==> src/hw/rbt_defines.vh <==
// Register offsets, command codes and timing counts for the bit port
`ifndef RBT_DEFINES_VH
`define RBT_DEFINES_VH
`define RBT_OFS_CHIP_STATE   8'h00
`define RBT_OFS_PROTOCOL     8'h01
`define RBT_OFS_IRQ_CAUSE    8'h0c
`define RBT_OFS_IRQ_MASK     8'h0d
`define RBT_OFS_SPECIAL_ONE  8'h10
`define RBT_RST_CHIP_STATE   8'h01
`define RBT_RST_PROTOCOL     8'h02
`define RBT_RST_IRQ_MASK     8'h3e
`define RBT_RST_SPECIAL_ONE  8'h00
`define RBT_CMD_STOP_DECODE  8'h96
`define RBT_SPECIAL_ARM_BIT  3
`define RBT_CHIP_DIRECT_BIT  6
`define RBT_CHIP_RF_BIT      5
`define RBT_CAUSE_TX_BIT     7
`define RBT_BIT_TIME_NS      9440
`define RBT_CLK_PERIOD_NS    100
`define RBT_BIT_HALF_CYC     ((`RBT_BIT_TIME_NS / 2) / `RBT_CLK_PERIOD_NS)
`endif

==> src/hw/rbt_fifo.v <==
// Small synchronous FIFO with valid/ready on both sides
`timescale 1ns/1ps
module rbt_fifo #(
   parameter WIDTH = 1,
   parameter DEPTH = 16,
   parameter AW    = 4
) (
   input  wire             clock_in,    // System clock
   input  wire             rst_n_in,    // Async reset, active low
   input  wire [WIDTH-1:0] wr_data_in,  // Write data
   input  wire             wr_valid_in, // Write request
   output wire             wr_ready_out,// Space available
   output reg  [WIDTH-1:0] rd_data_out, // Head word
   output wire             rd_valid_out,// Head valid
   input  wire             rd_ready_in  // Consumer takes head
);
   reg [WIDTH-1:0] mem [0:DEPTH-1];
   reg [AW:0]      wr_ptr;
   reg [AW:0]      rd_ptr;
   wire            full;
   wire            empty;
   wire            do_wr;
   wire            do_rd;
   assign full = (wr_ptr[AW] != rd_ptr[AW]) &&
                 (wr_ptr[AW-1:0] == rd_ptr[AW-1:0]);
   assign empty = (wr_ptr == rd_ptr);
   assign wr_ready_out = ~full;
   assign rd_valid_out = ~empty;
   assign do_wr = wr_valid_in & ~full;
   assign do_rd = rd_ready_in & ~empty;
   always @(posedge clock_in) begin
      if (do_wr) begin
         mem[wr_ptr[AW-1:0]] <= wr_data_in;
      end
   end
   always @* begin
      rd_data_out = mem[rd_ptr[AW-1:0]];
   end
   always @(posedge clock_in or negedge rst_n_in) begin
      if (!rst_n_in) begin
         wr_ptr <= {(AW+1){1'b0}};
         rd_ptr <= {(AW+1){1'b0}};
      end else begin
         if (do_wr) begin
            wr_ptr <= wr_ptr + 1'b1;
         end
         if (do_rd) begin
            rd_ptr <= rd_ptr + 1'b1;
         end
      end
   end
endmodule

==> src/hw/rbt_tx_port.v <==
// Bit-clocked transmit port: SPI register slave, bit clock, bit FIFO
// Summary of operation
// - Pins: enable, data, select, bit clock, MISO, MOSI on I/O 2..7.
// - Stop-decoders command byte 0x96 disables the receive decoders.
// - Reading interrupt cause clears the pending interrupt.
// - Eight further SPI clocks with select low enter transmit mode.
// - With enable high the device pulses bit clock, requesting each bit; the port also holds bit clock low while the bit FIFO is full.
// - Device samples transmit data on bit clock falling edge.
`timescale 1ns/1ps
`include "rbt_defines.vh"
module rbt_tx_port #(
   parameter HALF_CYC   = `RBT_BIT_HALF_CYC,
   parameter FIFO_DEPTH = 16
) (
   input  wire       clock_in,        // System clock, 10 MHz
   input  wire       rst_n_in,        // Async reset, active low
   input  wire       tx_enable_in,    // I/O_2 transmit enable pin
   input  wire       tx_data_in,      // I/O_3 transmit data pin
   input  wire       ss_n_in,         // I/O_4 slave select, active low
   input  wire       sclk_in,         // SPI clock
   input  wire       mosi_in,         // I/O_7 MOSI
   output reg        miso_out,        // I/O_6 MISO
   output reg        bit_clock_out,   // I/O_5 bit clock
   output reg        irq_out,         // Interrupt pin
   output wire [7:0] chip_state_out,  // Chip state control contents
   output wire [7:0] protocol_out,    // Protocol select contents
   output wire       decoders_on_out, // Receive decoders enabled
   output wire       tx_mode_out,     // Bit-clocked transmit mode active
   output wire       enc_valid_out,   // Bit to encoder valid
   output wire       enc_bit_out,     // Bit to encoder
   input  wire       enc_ready_in     // Encoder takes bit
);
   localparam CW = 8;
   localparam S_IDLE = 4'b0001;
   localparam S_CMD  = 4'b0010;
   localparam S_DATA = 4'b0100;
   localparam S_PAD  = 4'b1000;

   // Address bits that the FIFO needs for its depth
   function integer addr_bits;
      input integer depth;
      integer       n;
      begin
         addr_bits = 0;
         for (n = depth - 1; n > 0; n = n >> 1) begin
            addr_bits = addr_bits + 1;
         end
      end
   endfunction
   localparam FIFO_AW = addr_bits(FIFO_DEPTH);

   // Three-stage synchronisers, change counts when stages two and three agree
   reg [2:0] sync_ss;
   reg [2:0] sync_sck;
   reg [2:0] sync_mosi;
   reg [2:0] sync_en;
   reg [2:0] sync_dat;
   reg       ss_n;
   reg       sck;
   reg       mosi;
   reg       en;
   reg       dat;
   reg       sck_d;

   reg [7:0] chip_state;
   reg [7:0] protocol;
   reg [7:0] irq_cause;
   reg [7:0] irq_mask;
   reg [7:0] special_one;
   reg       decoders_on;
   reg       tx_mode;
   reg [3:0] state;
   reg [2:0] bit_cnt;
   reg [7:0] shift_in;
   reg [7:0] shift_out;
   reg [7:0] cmd;
   reg       arm_pending;
   reg [CW-1:0] half_cnt;
   reg       tx_active;
   reg       tx_done_evt;
   reg       bit_take;

   wire      sck_rise;
   wire      sck_fall;
   wire [7:0] rx_byte;
   wire      byte_done;
   wire      bit_fall;
   wire      fifo_wr_ready;

   function [7:0] reg_read;
      input [4:0] ofs;
      begin
         case ({3'b000, ofs})
            `RBT_OFS_CHIP_STATE:  reg_read = chip_state;
            `RBT_OFS_PROTOCOL:    reg_read = protocol;
            `RBT_OFS_IRQ_CAUSE:   reg_read = irq_cause;
            `RBT_OFS_IRQ_MASK:    reg_read = irq_mask;
            `RBT_OFS_SPECIAL_ONE: reg_read = special_one;
            default:              reg_read = 8'h00;
         endcase
      end
   endfunction

   always @(posedge clock_in or negedge rst_n_in) begin
      if (!rst_n_in) begin
         sync_ss   <= 3'b111;
         sync_sck  <= 3'b000;
         sync_mosi <= 3'b000;
         sync_en   <= 3'b000;
         sync_dat  <= 3'b000;
         ss_n      <= 1'b1;
         sck       <= 1'b0;
         mosi      <= 1'b0;
         en        <= 1'b0;
         dat       <= 1'b0;
         sck_d     <= 1'b0;
      end else begin
         sync_ss   <= {sync_ss[1:0], ss_n_in};
         sync_sck  <= {sync_sck[1:0], sclk_in};
         sync_mosi <= {sync_mosi[1:0], mosi_in};
         sync_en   <= {sync_en[1:0], tx_enable_in};
         sync_dat  <= {sync_dat[1:0], tx_data_in};
         if (sync_ss[1] == sync_ss[2]) ss_n <= sync_ss[2];
         if (sync_sck[1] == sync_sck[2]) sck <= sync_sck[2];
         if (sync_mosi[1] == sync_mosi[2]) mosi <= sync_mosi[2];
         if (sync_en[1] == sync_en[2]) en <= sync_en[2];
         if (sync_dat[1] == sync_dat[2]) dat <= sync_dat[2];
         sck_d <= sck;
      end
   end

   assign sck_rise  = sck & ~sck_d;
   assign sck_fall  = ~sck & sck_d;
   assign rx_byte   = {shift_in[6:0], mosi};
   assign byte_done = sck_rise & (bit_cnt == 3'd7) & ~ss_n;

   // SPI slave, mode 0, MSB first: address byte then data bytes
   always @(posedge clock_in or negedge rst_n_in) begin
      if (!rst_n_in) begin
         state       <= S_IDLE;
         bit_cnt     <= 3'd0;
         shift_in    <= 8'h00;
         shift_out   <= 8'h00;
         cmd         <= 8'h00;
         miso_out    <= 1'b0;
         chip_state  <= `RBT_RST_CHIP_STATE;
         protocol    <= `RBT_RST_PROTOCOL;
         irq_mask    <= `RBT_RST_IRQ_MASK;
         special_one <= `RBT_RST_SPECIAL_ONE;
         irq_cause   <= 8'h00;
         decoders_on <= 1'b1;
         arm_pending <= 1'b0;
         tx_mode     <= 1'b0;
      end else begin
         if (sck_rise & ~ss_n) begin
            shift_in <= rx_byte;
            bit_cnt  <= bit_cnt + 3'd1;
         end
         if (sck_fall & ~ss_n) begin
            miso_out  <= shift_out[7];
            shift_out <= {shift_out[6:0], 1'b0};
         end
         // Cause bits: hardware set wins over read clear
         if (byte_done & (state == S_DATA) & cmd[6] &
             (cmd[4:0] == `RBT_OFS_IRQ_CAUSE)) begin
            irq_cause <= {tx_done_evt, 7'h00};
         end else if (tx_done_evt) begin
            irq_cause[`RBT_CAUSE_TX_BIT] <= 1'b1;
         end
         if (ss_n) begin
            bit_cnt <= 3'd0;
            if (state != S_IDLE) state <= S_IDLE;
            arm_pending <= 1'b0;
            tx_mode     <= 1'b0;
         end else begin
            case (state)
               S_IDLE: begin
                  if (!tx_mode) state <= S_CMD;
               end
               S_CMD: begin
                  if (byte_done) begin
                     cmd <= rx_byte;
                     if (rx_byte[7]) begin
                        if (rx_byte == `RBT_CMD_STOP_DECODE) begin
                           decoders_on <= 1'b0;
                        end
                     end else begin
                        state     <= S_DATA;
                        shift_out <= reg_read(rx_byte[4:0]);
                     end
                  end
               end
               S_DATA: begin
                  if (byte_done) begin
                     if (!cmd[6]) begin
                        case ({3'b000, cmd[4:0]})
                           `RBT_OFS_CHIP_STATE: begin
                              chip_state <= rx_byte;
                              // Armed direct bit held open enters pad
                              if (rx_byte[`RBT_CHIP_DIRECT_BIT] &
                                  special_one[`RBT_SPECIAL_ARM_BIT]) begin
                                 arm_pending <= 1'b1;
                                 state       <= S_PAD;
                              end
                           end
                           `RBT_OFS_PROTOCOL:    protocol <= rx_byte;
                           `RBT_OFS_IRQ_MASK:    irq_mask <= rx_byte;
                           `RBT_OFS_SPECIAL_ONE: special_one <= rx_byte;
                           default: ;
                        endcase
                     end
                     cmd[4:0] <= cmd[4:0] + 5'd1;
                     shift_out <= reg_read(cmd[4:0] + 5'd1);
                  end
               end
               S_PAD: begin
                  // Eight dummy clocks complete mode entry
                  if (byte_done & arm_pending) begin
                     tx_mode     <= 1'b1;
                     arm_pending <= 1'b0;
                     state       <= S_IDLE;
                  end
               end
               default: state <= S_IDLE;
            endcase
         end
      end
   end

   // Bit clock generator, runs in transmit mode while transmit enable is high and the FIFO has room
   assign bit_fall = tx_active & bit_clock_out &
                     (half_cnt == HALF_CYC[CW-1:0] - 1'b1);
   always @(posedge clock_in or negedge rst_n_in) begin
      if (!rst_n_in) begin
         half_cnt      <= {CW{1'b0}};
         bit_clock_out <= 1'b0;
         tx_active     <= 1'b0;
         tx_done_evt   <= 1'b0;
         bit_take      <= 1'b0;
      end else begin
         tx_done_evt <= 1'b0;
         // Synchronised data lags the pin, so take it a clock late
         bit_take    <= bit_fall & fifo_wr_ready;
         if (tx_mode & en & fifo_wr_ready) begin
            tx_active <= 1'b1;
            if (half_cnt == HALF_CYC[CW-1:0] - 1'b1) begin
               half_cnt      <= {CW{1'b0}};
               bit_clock_out <= ~bit_clock_out;
            end else begin
               half_cnt <= half_cnt + 1'b1;
            end
         end else if (!(tx_mode & en)) begin
            if (tx_active) tx_done_evt <= 1'b1;
            tx_active     <= 1'b0;
            half_cnt      <= {CW{1'b0}};
            bit_clock_out <= 1'b0;
         end
      end
   end

   always @(posedge clock_in or negedge rst_n_in) begin
      if (!rst_n_in) begin
         irq_out <= 1'b0;
      end else begin
         irq_out <= |(irq_cause & ~irq_mask);
      end
   end

   // Sampled bit on falling edge goes to the encoder FIFO
   rbt_fifo #(
      .WIDTH (1),
      .DEPTH (FIFO_DEPTH),
      .AW    (FIFO_AW)
   ) u_fifo (
      .clock_in     (clock_in),
      .rst_n_in     (rst_n_in),
      .wr_data_in   (dat),
      .wr_valid_in  (bit_take),
      .wr_ready_out (fifo_wr_ready),
      .rd_data_out  (enc_bit_out),
      .rd_valid_out (enc_valid_out),
      .rd_ready_in  (enc_ready_in)
   );

   assign chip_state_out  = chip_state;
   assign protocol_out    = protocol;
   assign decoders_on_out = decoders_on;
   assign tx_mode_out     = tx_mode;
endmodule

==> config.mk <==
export PLATFORM = sky130hd
export DESIGN_NAME = rbt_tx_port
export DESIGN_NICKNAME = d
export VERILOG_FILES = /design/src/hw/rbt_fifo.v /design/src/hw/rbt_tx_port.v
export VERILOG_INCLUDE_DIRS = /design/src /design/src/hw
export SDC_FILE = /design/constraint.sdc
export NUM_CORES = 1
export LEC_CHECK = 0
export BUFFER_PORTS_ARGS = -buffer_cell sky130_fd_sc_hd__buf_2
export CORE_MARGIN = 2
export CORE_UTILIZATION = 45
export CTS_CLUSTER_DIAMETER = 50
export DETAILED_ROUTE_END_ITERATION = 16
export HOLD_SLACK_MARGIN = 0.02
export PLACE_DENSITY = 0.63
export SLEW_MARGIN = 20
export SYNTH_ARGS = -nofsm -noshare
export SYNTH_HDL_FRONTEND = slang
export SYNTH_HIERARCHICAL = 1
export SYNTH_SLANG_ARGS = --single-unit
==> constraint.sdc <==
create_clock -name clock_in -period 5.1 [get_ports clock_in]
set_input_delay 0.255 -clock clock_in [delete_from_list [all_inputs] [get_ports clock_in]]
set_output_delay 0.255 -clock clock_in [all_outputs]
set_load 0.01 [all_outputs]
======== Yosys cells after proc, flatten, opt, wreduce, memory -nomap -nowiden ========
Memories as Yosys holds them, arrays and structs flattened.
Index checks and enable logic that the tools add are counted.
Widths: inputs -> output; s select.
word-level totals
  flip-flop bits (word level) ............. 110
  latch bits .............................. 0
  bits in writable memories ............... 16
  memory bits (read-only) ................. 0
  input bits .............................. 8
  output and inout bits ................... 23
  logic and storage cells ................. 178
  memories kept ........................... 1
cells by class
  add/subtract/negate cells ............... 5
  multiply operators ...................... 0
  divide/modulo/power cells ............... 0
  magnitude comparators ................... 0
  equal/unequal tests ..................... 41
  shift-type cells ........................ 0
  muxes and demuxes ....................... 48
  bitwise operators ....................... 27
  reduce and logical (&&, ||, !) cells .... 22
memory list
  name        depth  bits a word  read ports  clocked after Yosys merged registers in  wr ports  RTL line       source
  u_fifo.mem  16     1            1           0                                        1         rbt_fifo.v:17  reg [WIDTH-1:0] mem [0:DEPTH-1];
operators by type and width
  cell                 number
  $pmux 8 s5           2
  $mux 8               8
  $mux 4               10
  $eq 5x4->1 const B   6
  $reduce_and 5->1     5
  $mux 1               20
  $and 1x1->1          18
  $ne 3x3->1 const B   6
  $pmux 4 s4           1
  $pmux 8 s2           1
  $add 5x1->5 const B  3
  $eq 5x1->1 const B   3
  $eq 5x5->1 const B   3
  $logic_not 5->1      3
  $mux 5               2
  $pmux 5 s2           1
  $reduce_bool 2->1    5
  $reduce_and 9->1     1
  $add 8x1->8 const B  1
  $and 8x8->8          1
  $eq 8x6->1 const B   1
  $eq 8x8->1 const B   1
  $not 8->8            1
  $reduce_or 8->1      1
  23 further kinds     39

======== Logic depth before layout (Yosys ltp) ========
  depth in word-level cells ............... 8
  mapped depth ............................ 12
  mapped depth without buffers ............ 9

======== Cells and area by module ========
The synthesis kept the hierarchy.
by module, submodules not included
  module       times used  cells each  area an instance (sq um)  seq. area each (sq um)
  rbt_tx_port  1           448         4927.2                    2493.6
  rbt_fifo     1           119         1403.8                    730.7

======== Least setup slack after synthesis ========
No wires, ideal clock.
  path kind ............................... register -> register
  start ................................... reg state[1]
  end ..................................... reg chip_state[1] (netlist: chip_state_out[1])
  setup time .............................. 0.125 ns
  arrival ................................. 2.350 ns
  required time ........................... 4.975 ns
  setup slack ............................. 2.626 ns
  cell stages (with the launch flop) ...... 7
  buffers on the path ..................... 2
  period minus slack after synthesis ...... 2.474 ns
  cell sequence ........................... dfrtp_1 -> buf_6 -> or4b_4 -> or3_1 -> buf_2 -> nor4b_4 -> mux2_2
between the ends
  word-level cells in the longest chain between the ends .. 2
RTL lines
  element                            RTL line           source
  start: declaration                 rbt_tx_port.v:72   reg [3:0] state;
  start signal: assignment           rbt_tx_port.v:140  state <= S_IDLE;
  start signal: assignment           rbt_tx_port.v:172  if (state != S_IDLE) state <= S_IDLE;
  start signal: assignment           rbt_tx_port.v:178  if (!tx_mode) state <= S_CMD;
  $eq 4x3->1                         rbt_tx_port.v:176  case (state)
  $reduce_and 5->1 (no source line)  --
  end signal: assignment             rbt_tx_port.v:146  chip_state <= `RBT_RST_CHIP_STATE;
  end signal: assignment             rbt_tx_port.v:198  chip_state <= rx_byte;
  end: declaration                   rbt_tx_port.v:65   reg [7:0] chip_state;
No other way between the ends.
A chain may end at the register's enable or synchronous reset.

======== Worst setup path after layout ========
  start ................................... reg state[1]
  end ..................................... reg irq_mask[7]
between the ends
  word-level cells in the longest chain between the ends .. 2
RTL lines
  element                            RTL line           source
  $eq 4x3->1                         rbt_tx_port.v:176
  $reduce_and 5->1 (no source line)  --
  end signal: assignment             rbt_tx_port.v:148  irq_mask <= `RBT_RST_IRQ_MASK;
  end signal: assignment             rbt_tx_port.v:207  `RBT_OFS_IRQ_MASK: irq_mask <= rx_byte;
  end: declaration                   rbt_tx_port.v:68   reg [7:0] irq_mask;
No other way between the ends.

==> flow_summary.yaml <==
floorplan:
  io_pins: 31
  placementRows: 43
  dieArea_um2: 15000
  die_w_um: 123
  fp.dieH_um: 123
  initial_utilization_pct: 45.8
  core_area_um2: 13800
routing:
  drt_first_pass_iters: 5
  dr_total_vias: 4418
  route.met3.wl_um: 713
  top_layer: "met4"
  drc: 0
  wl_per_cell_um: 17.7
  drtIter0Drc: 335
  wl_met1_mm: 6.60
  ant_nets: 0
  routed_wl_mm: 13.9
  vias_per_cell: 5.63
  wl_met2_mm: 6.43
placement:
  gp_congestion: 0.902
  port_buffers: 30
  place_hpwl_mm: 9.27
sta:
  drv_slew: 0
  whs_ns: 0.168
  finalSetupViolCount: 0
  fmax_mhz: 350
  fin_skew_ns: 0.00715
  rsz0062_at_grt: "false"
  fin_crit_sh_pct: 56.0
  period_minus_slack_ns: 2.85
  finalHoldViolCount: 0
  final.setup.tns_ns: 0
  slew_headroom_pct: 31.4
  worst_pin_slew_ns: 1.02
global_route:
  grt_overflow_total: 0
  grt_max_degree: 59
  grt_pass1_wl_mm: 22.9
  grt_pass1_vias: 4383
  track_usage_pct: 19.9
  antenna_found_initial: 0
synthesis:
  netlist_instances: 567
  synth-adder-area-share_pct: 3.36
  yosys.area_share.simple_pct: 15.6
  synth_xor_area_share_pct: 3.10
  yosysSeqAreaShare_pct: 50.9
  synth_edf_count: 16
  synth_compound_area_share_pct: 13.2
  yosys.cell_types.count: 72
  ys.warnings.count: 6
  syn_area_um2: 6330
  synth_top_family_by_area: "simple AND/OR/NAND/NOR gates"
  synth_mux_area_share_pct: 10.3
  ys_async_sr_fraction_pct: 87.2
  synth_nets: 588
  avgSynthCellArea_um2: 11.2
  synth_ff_type: "dfrtp_1"
  ys_ff_latch: 125
clock_tree:
  cts.path.max_buffers: 2
  postCtsSetupBuffers: 0
  cts_root_buf: "clkbuf_16"
  cts_tree: "built"
  cts.clk_slew.worst_paths_ns: 0.05
  clock_latency_ns: 0.42
  clock_sinks: 125
  ctsHtreeMaxLevel: 4
  cts_buffers: 17
  cts-resized-gates: 0
cells_and_area:
  multiInputGateArea_um2: 2900
  nets: 613
  antenna_cells: 0
  regArea_um2: 3220
  area_growth_pct: 14.2
  fillers: 1193
  drive_gt1_share_pct: 21.5
pwr:
  p_clk_share_pct: 46.3
  powerDensity_nw_per_um2: 354
  leakagePower_nw: 3.06
  p_switching_uw: 652
  p_seq_share_pct: 46.5
  peakVddDrop_mv: 0.210
  comb_power_share_pct: 7.2
  switching_share_pct: 25.4
  internal_power_mw: 1.91
setup_path:
  worstPathCellList: "or4b_4 -> or3_1 -> nor4_4 -> mux2_2"
  cp.arrival_ns: 3.15
  endpoint_kind: "register"
  worst_setup_path_start_kind: "register"
  slowest_stage: "nor4_4"
  crit_type: "register to register"
  max_stage_delay_ns: 0.68
  worstPathMaxFanout: 15
  critPathRequiredTime_ns: 5.40
worst_hold_path:
  hp-class: "input pin to register"
job:
  cap_viol_max_count: 0
run_status:
  status: "completed"
## final cells by class
type	instances	area share, %
Sequential cell	125	44.6
Multi-Input combinational cell	391	40.1
Clock buffer	20	6.04
Timing Repair Buffer	39	3.25
Tap cell	180	3.11
Clock inverter	12	2.01
Inverter	18	0.934
## metal layers
metal,vias up,GRT usage [%]
met5,-,0
met4,0,6.11
met3,12,5.90
met2,98,30.4
met1,2187,27.4
li1,2121,-
## through the flow
stage	std cells	setup slack, ns	power (mW)	utilization, %	cell area (um2)
final	785	2.25	2.56	52.3	7230
after global routing	785	2.06	2.67	52.3	7230
after CTS	785	2.24	2.59	52.2	7220
after detailed placement	747	2.25	1.39	47.6	6580
after global placement	747	2.37	1.37	47.6	6580
after floorplan	567	2.63	1.30	-	6330
## Yosys cell counts (5+ instances only)
cell / instances / area share, %
buf_1: 5 / 0.30
a21oi_1: 14 / 1.1
nor2_1: 50 / 3.0
dfrtp_1: 96 / 38
a211oi_1: 10 / 1.2
dfstp_2: 13 / 5.4
nor2b_1: 7 / 0.69
o211ai_1: 5 / 0.59
nand2b_1: 10 / 0.99
xnor2_1: 9 / 1.2
xor2_1: 6 / 0.83
mux2i_1: 21 / 3.3
edfxtp_1: 16 / 7.6
clkbuf_1: 20 / 1.2
nor3_1: 6 / 0.47
mux2_2: 35 / 6.2
o21ai_1: 6 / 0.47
o21ai_0: 36 / 2.8
a221o_1: 15 / 2.4
nand2_1: 33 / 2.0
nand4_1: 6 / 0.59
nand3_1: 6 / 0.47
maj3_1: 5 / 0.79
inv_1: 17 / 1.0
a22oi_1: 8 / 0.95
ha_1: 13 / 2.6
a22o_1: 8 / 1.1
nand3b_1: 6 / 0.71
and3_1: 9 / 0.89
## path summary, 6_finish.rpt
kind	from	to	slack, ns	cells past startpoint
worst max-delay path	state[1]$_DFFE_PN0P_	irq_mask[7]$_DFFE_PN0P_	2.25	4
min in group asynchronous	rst_n_in	sync_en[0]$_DFF_PN0_	0.42	2
worst min register to register	sync_dat[0]$_DFF_PN0_	sync_dat[1]$_DFF_PN0_	0.35	0
worst min-delay path	enc_ready_in	u_fifo/rd_ptr[3]$_DFFE_PN0P_	0.17	3
max in group asynchronous	rst_n_in	shift_out[1]$_DFF_PN0_	3.50	3
worst max register to register	state[1]$_DFFE_PN0P_	irq_mask[7]$_DFFE_PN0P_	2.25	4
## timing repair
item,in CTS,in global routing
endpoints found under the setup margin,0,0
hold buffers,6,0
hold endpoints to repair,44,0
## sequential cells by signal (all words and copies together), names as in the netlist, 3 cells and up
| signal | count |
|---|---|
| chip_state_out | 8 |
| half_cnt | 8 |
| bit_cnt | 3 |
| irq_mask | 8 |
| sync_mosi | 3 |
| sync_dat | 3 |
| cmd | 6 |
| u_fifo/wr_ptr | 5 |
| shift_out | 8 |
| state | 4 |
| protocol_out | 8 |
| sync_en | 3 |
| u_fifo/mem | 16 |
| special_one | 8 |
| shift_in | 7 |
| sync_ss | 3 |
| sync_sck | 3 |
| u_fifo/rd_ptr | 5 |
## critical path: cells and delay by family (launching register included)
family | cells | cell delay (ns)
flip-flops | 1 | 0.47
multiplexers | 1 | 0.41
AND/OR/NAND/NOR | 3 | 1.87
## kinds of logic (layout without fill, tap and decap cells)
| group | Yosys count | in the layout |
|---|---|---|
| AND/OR/NAND/NOR | 173 | 173 |
| XOR/XNOR | 19 | 19 |
| buffers and inverters | 51 | 89 |
| flip-flops | 125 | 125 |
| AO/OA/AOI/OAI | 122 | 122 |
| adder cells (fa/ha/maj) | 18 | 18 |
| multiplexers | 59 | 59 |
## power by group through the flow
stage	combinational, mW	clock, mW	sequential (mW)
global route	0.206	1.26	1.20
CTS	0.185	1.21	1.19
finish	0.184	1.19	1.19
floorplan	0.190	0	1.11
global placement	0.172	0	1.20
detailed placement	0.181	0	1.20
## cells in the final DEF, fill, tap and decap left out, types with 10 or more instances in the layout
cell / n
dfrtp_1: 96
nor2_1: 50
o21ai_0: 35
mux2_2: 35
nand2_1: 33
buf_2: 29
mux2i_1: 21
inv_1: 17
clkbuf_16: 17
edfxtp_1: 16
a221o_1: 15
a21oi_1: 14
ha_1: 13
dfstp_2: 13
a211oi_1: 10
nand2b_1: 10
(Power assumes the default switching activity.)
